--- src/cci_consts.vh ---
// Constants for the card command issue block.
`ifndef CCI_CONSTS_VH
`define CCI_CONSTS_VH

// ----------------------------------------------------------------
// Command frame
// ----------------------------------------------------------------
`define CCI_CMD_FRAME_BITS 8'h30
`define CCI_CMD_PREFIX 2'h1
`define CCI_CMD_END_BIT 1'h1
`define CCI_CRC7_POLY 7'h09
`define CCI_CRC7_INIT 7'h00
`define CCI_IDLE_LEVEL 1'h1
`define CCI_START_LEVEL 1'h0

// ----------------------------------------------------------------
// Response kinds and sizes
// ----------------------------------------------------------------
`define CCI_RSP_NONE 2'h0
`define CCI_RSP_SHORT 2'h1
`define CCI_RSP_LONG 2'h2
`define CCI_RSP_BUSY 2'h3
`define CCI_RSP_SHORT_BITS 8'h30
`define CCI_RSP_LONG_BITS 8'h88
`define CCI_CRC_LO_SHORT 8'h00
`define CCI_CRC_HI_SHORT 8'h27
`define CCI_CRC_LO_LONG 8'h08
`define CCI_CRC_HI_LONG 8'h7F
`define CCI_IDX_HI 45
`define CCI_IDX_LO 40

// ----------------------------------------------------------------
// Response latency and busy guard in card clock cycles
// ----------------------------------------------------------------
`define CCI_LAT_SHORT_CYC 7'h05
`define CCI_LAT_LONG_CYC 7'h40
`define CCI_BUSY_GUARD_CYC 7'h02

// ----------------------------------------------------------------
// Card clock: 80 ns period from the 10 ns system clock
// ----------------------------------------------------------------
`define CCI_SYS_PERIOD_NS 10
`define CCI_CARD_PERIOD_NS 80
`define CCI_CARD_HALF_CYC (`CCI_CARD_PERIOD_NS / (2 * `CCI_SYS_PERIOD_NS))

// ----------------------------------------------------------------
// Status bit positions
// ----------------------------------------------------------------
`define CCI_ST_WIDTH 7
`define CCI_ST_READY 0
`define CCI_ST_RELEASED 1
`define CCI_ST_TIMEOUT 2
`define CCI_ST_CRC_ERR 3
`define CCI_ST_END_ERR 4
`define CCI_ST_IDX_ERR 5
`define CCI_ST_REFUSED 6

`endif

--- src/cci_card_command_issue.v ---
// Command issue path of a memory card host: send, response, busy wait.
`timescale 1ns/100ps
`include "cci_consts.vh"

module cci_card_command_issue #(
    parameter CLK_HALF = `CCI_CARD_HALF_CYC
) (
    input wire SYS_CLK_IN,
    input wire RST_N_IN,
    input wire [31:0] ARG_IN,
    input wire ARG_WR_IN,
    input wire CMD_WR_IN,
    input wire [5:0] CMD_INDEX_IN,
    input wire [1:0] RSP_KIND_IN,
    input wire [2:0] SPECIAL_SEQ_IN,
    input wire OPEN_DRAIN_IN,
    input wire LATENCY_IN,
    input wire [1:0] XFER_CMD_IN,
    input wire XFER_DIR_IN,
    input wire [2:0] XFER_KIND_IN,
    input wire [1:0] IO_SPECIAL_SEQ_IN,
    input wire STATUS_RD_IN,
    input wire [`CCI_ST_WIDTH-1:0] INT_EN_IN,
    input wire CMD_IN,
    input wire DAT0_IN,
    output wire CARD_CLK_OUT,
    output wire CMD_OUT,
    output wire CMD_OE_OUT,
    output wire [31:0] ARG_OUT,
    output wire [135:0] RESP_OUT,
    output wire [1:0] XFER_CMD_OUT,
    output wire XFER_DIR_OUT,
    output wire [2:0] XFER_KIND_OUT,
    output wire [`CCI_ST_WIDTH-1:0] STATUS_OUT,
    output wire IRQ_OUT
);

    // ----------------------------------------------------------------
    // States
    // ----------------------------------------------------------------
    localparam S_IDLE = 5'h01;
    localparam S_SEND = 5'h02;
    localparam S_WAIT = 5'h04;
    localparam S_RECV = 5'h08;
    localparam S_BUSY = 5'h10;

    // ----------------------------------------------------------------
    // Functions
    // ----------------------------------------------------------------
    function [6:0] crc7_step;
        input [6:0] crc;
        input bit_in;
        reg fb;
        begin
            fb = bit_in ^ crc[6];
            crc7_step = {crc[5:0], 1'b0} ^ (fb ? `CCI_CRC7_POLY : 7'h00);
        end
    endfunction

    function [6:0] crc7_head;
        input [39:0] head;
        integer i;
        reg [6:0] c;
        begin
            c = `CCI_CRC7_INIT;
            for (i = 39; i >= 0; i = i - 1) begin
                c = crc7_step(c, head[i]);
            end
            crc7_head = c;
        end
    endfunction

    // ----------------------------------------------------------------
    // Pin synchronisers
    // ----------------------------------------------------------------
    reg cmd_meta;
    reg cmd_s;
    reg dat0_meta;
    reg dat0_s;

    always @(posedge SYS_CLK_IN) begin
        if (!RST_N_IN) begin
            cmd_meta <= `CCI_IDLE_LEVEL;
            cmd_s <= `CCI_IDLE_LEVEL;
            dat0_meta <= `CCI_IDLE_LEVEL;
            dat0_s <= `CCI_IDLE_LEVEL;
        end else begin
            cmd_meta <= CMD_IN;
            cmd_s <= cmd_meta;
            dat0_meta <= DAT0_IN;
            dat0_s <= dat0_meta;
        end
    end

    // ----------------------------------------------------------------
    // Card clock divider
    // ----------------------------------------------------------------
    reg [7:0] div_cnt;
    reg card_clk;
    wire div_wrap = (div_cnt == CLK_HALF[7:0] - 8'h01);
    wire rise_tick = div_wrap & ~card_clk;
    wire fall_tick = div_wrap & card_clk;

    always @(posedge SYS_CLK_IN) begin
        if (!RST_N_IN) begin
            div_cnt <= 8'h00;
            card_clk <= 1'b0;
        end else if (div_wrap) begin
            div_cnt <= 8'h00;
            card_clk <= ~card_clk;
        end else begin
            div_cnt <= div_cnt + 8'h01;
        end
    end

    // ----------------------------------------------------------------
    // Argument register
    // ----------------------------------------------------------------
    reg [31:0] arg_reg;

    always @(posedge SYS_CLK_IN) begin
        if (!RST_N_IN) begin
            arg_reg <= 32'h0000_0000;
        end else if (ARG_WR_IN) begin
            arg_reg <= ARG_IN;
        end
    end

    // ----------------------------------------------------------------
    // Command sequencer
    // ----------------------------------------------------------------
    reg [4:0] state;
    reg [47:0] tx_shift;
    reg [7:0] tx_cnt;
    reg cmd_bit;
    reg cmd_drive;
    reg od_mode;
    reg [1:0] rsp_kind;
    reg [5:0] cmd_index;
    reg lat_sel;
    reg [6:0] wait_cnt;
    reg [135:0] rx_shift;
    reg [7:0] rx_cnt;
    reg [6:0] rx_crc;
    reg [1:0] xfer_cmd;
    reg xfer_dir;
    reg [2:0] xfer_kind;
    reg ev_released;
    reg ev_timeout;
    reg ev_crc;
    reg ev_end;
    reg ev_idx;
    reg ev_refused;

    wire [39:0] head = {`CCI_CMD_PREFIX, CMD_INDEX_IN, arg_reg};
    wire ordinary = (SPECIAL_SEQ_IN == 3'h0) &&
                    (IO_SPECIAL_SEQ_IN == 2'h0);
    wire card_busy = ~dat0_s;
    wire accept = CMD_WR_IN & state[0] & ordinary & ~card_busy;
    wire long_rsp = (rsp_kind == `CCI_RSP_LONG);
    wire [7:0] rx_total = long_rsp ? `CCI_RSP_LONG_BITS :
                          `CCI_RSP_SHORT_BITS;
    wire [7:0] crc_lo = long_rsp ? `CCI_CRC_LO_LONG : `CCI_CRC_LO_SHORT;
    wire [7:0] crc_hi = long_rsp ? `CCI_CRC_HI_LONG : `CCI_CRC_HI_SHORT;
    wire [6:0] lat_lim = lat_sel ? `CCI_LAT_LONG_CYC :
                         `CCI_LAT_SHORT_CYC;
    wire [135:0] next_frame = {rx_shift[134:0], cmd_s};
    wire rx_last = (rx_cnt == rx_total - 8'h01);

    always @(posedge SYS_CLK_IN) begin
        if (!RST_N_IN) begin
            state <= S_IDLE;
            tx_shift <= 48'h0000_0000_0000;
            tx_cnt <= 8'h00;
            cmd_bit <= `CCI_IDLE_LEVEL;
            cmd_drive <= 1'b0;
            od_mode <= 1'b0;
            rsp_kind <= `CCI_RSP_NONE;
            cmd_index <= 6'h00;
            lat_sel <= 1'b0;
            wait_cnt <= 7'h00;
            rx_shift <= 136'h0;
            rx_cnt <= 8'h00;
            rx_crc <= `CCI_CRC7_INIT;
            xfer_cmd <= 2'h0;
            xfer_dir <= 1'b0;
            xfer_kind <= 3'h0;
        end else begin
            case (state)
                S_IDLE: begin
                    if (accept) begin
                        // Index 2 is sent broadcast like any other.
                        tx_shift <= {head, crc7_head(head),
                                     `CCI_CMD_END_BIT};
                        tx_cnt <= `CCI_CMD_FRAME_BITS;
                        od_mode <= OPEN_DRAIN_IN;
                        rsp_kind <= RSP_KIND_IN;
                        cmd_index <= CMD_INDEX_IN;
                        lat_sel <= LATENCY_IN;
                        xfer_cmd <= XFER_CMD_IN;
                        if (XFER_CMD_IN == 2'h0) begin
                            xfer_dir <= 1'b0;
                            xfer_kind <= 3'h0;
                        end else begin
                            xfer_dir <= XFER_DIR_IN;
                            xfer_kind <= XFER_KIND_IN;
                        end
                        state <= S_SEND;
                    end
                end
                S_SEND: begin
                    if (fall_tick) begin
                        if (tx_cnt != 8'h00) begin
                            cmd_bit <= tx_shift[47];
                            cmd_drive <= 1'b1;
                            tx_shift <= {tx_shift[46:0], 1'b0};
                            tx_cnt <= tx_cnt - 8'h01;
                        end else begin
                            cmd_bit <= `CCI_IDLE_LEVEL;
                            cmd_drive <= 1'b0;
                            wait_cnt <= 7'h00;
                            rx_shift <= 136'h0;
                            if (rsp_kind == `CCI_RSP_NONE) begin
                                state <= S_IDLE;
                            end else begin
                                state <= S_WAIT;
                            end
                        end
                    end
                end
                S_WAIT: begin
                    if (rise_tick) begin
                        if (cmd_s == `CCI_START_LEVEL) begin
                            rx_shift <= next_frame;
                            rx_cnt <= 8'h01;
                            rx_crc <= long_rsp ? `CCI_CRC7_INIT :
                                      crc7_step(`CCI_CRC7_INIT, cmd_s);
                            state <= S_RECV;
                        end else if (wait_cnt == lat_lim) begin
                            state <= S_IDLE;
                        end else begin
                            wait_cnt <= wait_cnt + 7'h01;
                        end
                    end
                end
                S_RECV: begin
                    if (rise_tick) begin
                        rx_shift <= next_frame;
                        rx_cnt <= rx_cnt + 8'h01;
                        if (rx_cnt >= crc_lo && rx_cnt <= crc_hi) begin
                            rx_crc <= crc7_step(rx_crc, cmd_s);
                        end
                        if (rx_last) begin
                            wait_cnt <= 7'h00;
                            if (rsp_kind == `CCI_RSP_BUSY) begin
                                state <= S_BUSY;
                            end else begin
                                state <= S_IDLE;
                            end
                        end
                    end
                end
                S_BUSY: begin
                    if (rise_tick) begin
                        if (wait_cnt != `CCI_BUSY_GUARD_CYC) begin
                            wait_cnt <= wait_cnt + 7'h01;
                        end else if (!card_busy) begin
                            state <= S_IDLE;
                        end
                    end
                end
                default: begin
                    state <= S_IDLE;
                end
            endcase
        end
    end

    // ----------------------------------------------------------------
    // Events
    // ----------------------------------------------------------------
    wire rx_done = state[3] & rise_tick & rx_last;

    always @* begin
        ev_timeout = state[2] & rise_tick & (cmd_s != `CCI_START_LEVEL) &
                     (wait_cnt == lat_lim);
        ev_crc = rx_done & (rx_crc != rx_shift[6:0]);
        ev_end = rx_done & (cmd_s != `CCI_CMD_END_BIT);
        ev_idx = rx_done & (rsp_kind == `CCI_RSP_SHORT ||
                 rsp_kind == `CCI_RSP_BUSY) &
                 (next_frame[`CCI_IDX_HI:`CCI_IDX_LO] != cmd_index);
        ev_released = state[4] & rise_tick &
                      (wait_cnt == `CCI_BUSY_GUARD_CYC) & ~card_busy;
        ev_refused = CMD_WR_IN & ~accept;
    end

    // ----------------------------------------------------------------
    // Status flags: bits 6..1 sticky, cleared by a status read, set wins; bit 0 is the live ready state
    // ----------------------------------------------------------------
    reg [`CCI_ST_WIDTH-1:0] sticky;
    wire [`CCI_ST_WIDTH-1:0] set_vec;
    wire [`CCI_ST_WIDTH-1:0] status;

    assign set_vec = {ev_refused, ev_idx, ev_end, ev_crc, ev_timeout,
                      ev_released, 1'b0};

    always @(posedge SYS_CLK_IN) begin
        if (!RST_N_IN) begin
            sticky <= {`CCI_ST_WIDTH{1'b0}};
        end else begin
            sticky <= (STATUS_RD_IN ? {`CCI_ST_WIDTH{1'b0}} : sticky) |
                      set_vec;
        end
    end

    assign status = {sticky[`CCI_ST_WIDTH-1:1], state[0]};

    // ----------------------------------------------------------------
    // Outputs
    // ----------------------------------------------------------------
    assign CARD_CLK_OUT = card_clk;
    assign CMD_OUT = od_mode ? 1'b0 : cmd_bit;
    assign CMD_OE_OUT = cmd_drive &
                        (~od_mode | (cmd_bit == 1'b0));
    assign ARG_OUT = arg_reg;
    assign RESP_OUT = rx_shift;
    assign XFER_CMD_OUT = xfer_cmd;
    assign XFER_DIR_OUT = xfer_dir;
    assign XFER_KIND_OUT = xfer_kind;
    assign STATUS_OUT = status;
    assign IRQ_OUT = |(status & INT_EN_IN);

endmodule

--- config.mk ---
export PLATFORM = sky130hd
export DESIGN_NAME = cci_card_command_issue
export DESIGN_NICKNAME = d
export VERILOG_FILES = /design/src/cci_card_command_issue.v
export VERILOG_INCLUDE_DIRS = /design/src
export SDC_FILE = /design/constraint.sdc
export NUM_CORES = 1
export LEC_CHECK = 0
export BUFFER_PORTS_ARGS = -buffer_cell sky130_fd_sc_hd__buf_2
export CAP_MARGIN = 30
export CORE_MARGIN = 2
export CORE_UTILIZATION = 31
export DETAILED_ROUTE_END_ITERATION = 7
export PLACE_DENSITY_LB_ADDON = 0.05
export SLEW_MARGIN = 20
export SYNTH_ARGS = -nofsm -noshare
export SYNTH_HDL_FRONTEND = slang
export SYNTH_SLANG_ARGS = --single-unit
--- constraint.sdc ---
create_clock -name SYS_CLK_IN -period 4.9 [get_ports SYS_CLK_IN]
set_input_delay 0.98 -clock SYS_CLK_IN [delete_from_list [all_inputs] [get_ports SYS_CLK_IN]]
set_output_delay 0.98 -clock SYS_CLK_IN [all_outputs]
set_load 0.02 [all_outputs]
==> results.md <==
- Peak VDD IR: around 0.22 mV
- Main combinational cell family by area after synthesis: simple AND/OR/NAND/NOR gates
- Yosys warns: 0
- Most instantiated library cell after synthesis: dfxtp_1
- CP startpoint: state[0]
- Die Wd: between 200 and 250 microns
- Routed Wire Length: between 30000 and 40000 microns
- TritonCTS Buffers: 36
- Critical path capture point type: register
- Layout cells sized above 1: 22.2%
- Total GRT Usage: between 10% and 20%
- Setup TNS: 0 ns
- Pin count of the biggest net entering global routing: 143
- Flops & latches, synth: 288
- Min Tclk post-route: between 3 and 4 ns
- FF-to-FF setup slack: 1.58 ns
- Max Slew Vio Count: 0
- TritonRoute pass-1 iters: 5
- Unique masters post-synth: 66
- Fmax: around 300 MHz
- Worst Path Max Fanout: 70
- Clock power share: 45.7%
- Initial DRC count: around 510
- Leak: between 6 and 7 nW
- Post-Synth Adder-Cell Area: 1.10%
- CP max-delay cell: o21ai_0
- Outcome: finished, final reports clean
- Worst Reg2Reg Path Length in Cells: 7
- R2r endpoint: RESP_OUT[120]
- Clock Path Buffers: 3
- Nets: ~1600
- Sequential share of power: ~42%
- Post-Syn Nets: 1403
- Post-Synth XOR/XNOR Area: under 10%
- PwrDens: around 370 nW/um^2
- Syn_area_per_cell: approximately 9.4 sq um
- Skew-Pair Late Insertion Delay: approximately 0.54 ns
- Synth async-reset ratio: 0%
- Layout Cells excl Fill: between 2000 and 2500
- Worst hold stages: 1
- Final setup vio count: 0
- Clock Skew: between 0.015 and 0.02 ns
- Worst slew margin: 39.6%
- GP Congestion: 0.765
- Area leader, netlist: dfxtp_1
- Top post-synthesis cells by count: dfxtp_1 (288), nor2b_1 (182), nand2_1 (144), a22oi_1 (140), clkbuf_1 (72)
- First-pass GRT wire length: ~56000 microns
- Post-synth top area share: between 40% and 50%
- Placed cell area: between 10000 and 15000 sq um
- CP Cell Sequence: nor2_1 > and3_1 > o21ai_0 > a21o_4 > buf_4 > a22oi_1 > nor2b_1
- Reg-to-Reg Start: state[0]
- Hold Crit Class: reg2reg
- Initial antenna violation count: 0
- Sw Pwr: 1.41 mW
- Ant diodes: 0
- Core Rows: 73
- IO Port Bufs: about 250
- Fin area: around 15000 sq um
- Number of post-CTS setup repair buffers: 0
- Die area: ~42000 sq um
- Post-Place Worst Slack: between 1 and 1.5 ns
- Switching Fraction: 24.8%
- Period utilization: 67.7%
- Sequential share of the synthesized area: a little under half
- DRC violations left: 0
- Final hold vios: 0
- WL/cell: between 15 and 20 microns
- Mapped cell area: ~13000 sq um
- Worst-Margin Slew: 0.897 ns
- WP data required: approximately 5.4 ns
- Vias: 10130
- Cells resized by post-CTS repair: 0
- Syn Inst Count: 1325
- Placed Instances: around 2000
- Drt via density: slightly below 5
- Top FF cell, synth: dfxtp_1
- Final setup margin: roughly 1.6 ns
- Detailed Place HPWL: about 23000 microns
- Max-Cap Viols: 0
- Area growth from synthesis to layout: 23.7%
- Setup CP Type: reg2reg
- Synth Area in Simple Gates: between 20 and 25%
- EDFF count, synth: 0
- Compound-cell area share of the yosys netlist: 16.6%
- Clock Tree Root: clkbuf_16
- CTS H-tree lvls: 2
- Gate power share: 11.9%
- Critical path arrival: ~3.8 ns
- RSZ-0062 raised after global routing: no
- ANT nets after route: 0
- Initial Util: 31.5%
- Worst setup endpoint: RESP_OUT[120]
- Gr ovfl total: 0
- Core area: about 40000 sq um
- Slowest stage delay, CP: about 0.77 ns
- Largest cells by area after synthesis: dfxtp_1 (46%), nor2b_1 (9.1%), a22oi_1 (8.4%), nand2_1 (4.3%), xnor2_1 (3.9%)
- Sinks on Clock Net: about 290
- Critical Path Source Type: register
- Top Ports: roughly 250
- Clk slew on worst S/H paths: 0.06 ns
- P_int: ~4.3 mW
- Die height: 205 microns
- Vias in the first global route: 10080
- Mux cell area share after synthesis: under 10%
- Hold Buf Count CTS: 0
- TritonCTS clock tree: yes
## layout make-up
type	instances	area, sq um
clock buffers	53	1090
repair buffers	267	1470
well taps	525	657
clock inverters	8	72.6
flip-flops and latches	288	5770
fillers	4088	24300
inverters	21	78.8
multi-input cells	924	6330
## metrics by stage
| step | utilization (%) | hold WS [ns] | total power, mW |
|---|---|---|---|
| final | 38.9 | 0.422 | 5.71 |
| after global routing | 38.9 | 0.427 | 6.00 |
| after CTS | 38.8 | 0.423 | 5.83 |
| after detailed placement | 35.9 | 0.402 | 3.16 |
| after global placement | 35.9 | 0.408 | 3.16 |
| after floorplan | - | 0.386 | 2.99 |
## registers in the layout, summed over array words and instances, names as in the netlist, 2 cells and up
signal         count
state              5
cmd_index          6
rsp_kind           2
XFER_KIND_OUT      3
tx_cnt             8
RESP_OUT         136
XFER_CMD_OUT       2
tx_shift          48
sticky             6
wait_cnt           7
ARG_OUT           32
div_cnt            8
rx_cnt             8
rx_crc             7
## cell families after synthesis
group                      after synthesis
muxes                                   32
DFF                                    288
buffers and inverters                  113
adders and majority gates               11
and+or+nand+nor                        517
AOI/OAI and AO/OA                      267
xor gates and xnor gates                97
## critical path, delay by kind of cell (launching register included)
| kind | cells | cell delay, ns |
|---|---|---|
| compound gates | 3 | 1.60 |
| simple gates | 3 | 0.65 |
| flops | 1 | 0.50 |
| buf+inv | 1 | 0.42 |
## placed cells by master (no fill, tap or decap), drive strengths merged, types with 4 or more instances in the layout
cell type	n
a22o	4
nor2	45
a21oi	19
xnor3	8
nor3	8
and3	8
nand2	145
o21ai	14
nand3b	5
xor2	32
nand2b	11
clkinv	5
ha	11
clkbuf	53
nand3	62
o211a	39
o22ai	4
dfxtp	288
nand4	6
nor4	8
a22oi	140
a21boi	25
inv	23
xnor2	57
mux2i	32
nor2b	182
or4	6
and2	9
or3	8
buf	267
## layer usage
layer / share of wire [%] / global-route usage (%)
met5: 0 / 0
met2: 43 / 25.0
met4: 1.9 / 4.61
met3: 7.5 / 5.90
met1: 47 / 22.0
## power groups by stage
stage / clock [mW] / sequential [mW] / combinational [mW]
final: 2.61 / 2.42 / 0.677
after global placement: 0 / 2.48 / 0.684
after global routing: 2.82 / 2.43 / 0.747
after floorplan: 0 / 2.48 / 0.515
after CTS: 2.72 / 2.42 / 0.686
after detailed placement: 0 / 2.48 / 0.680
## how the worst min path moves through the flow
stage                     startpoint  endpoint
final                       cmd_meta     cmd_s
after global routing        cmd_meta     cmd_s
after CTS                   cmd_meta     cmd_s
after detailed placement    cmd_meta     cmd_s
after global placement      cmd_meta     cmd_s
after floorplan             cmd_meta     cmd_s
Power figures use the tool's default switching activity.
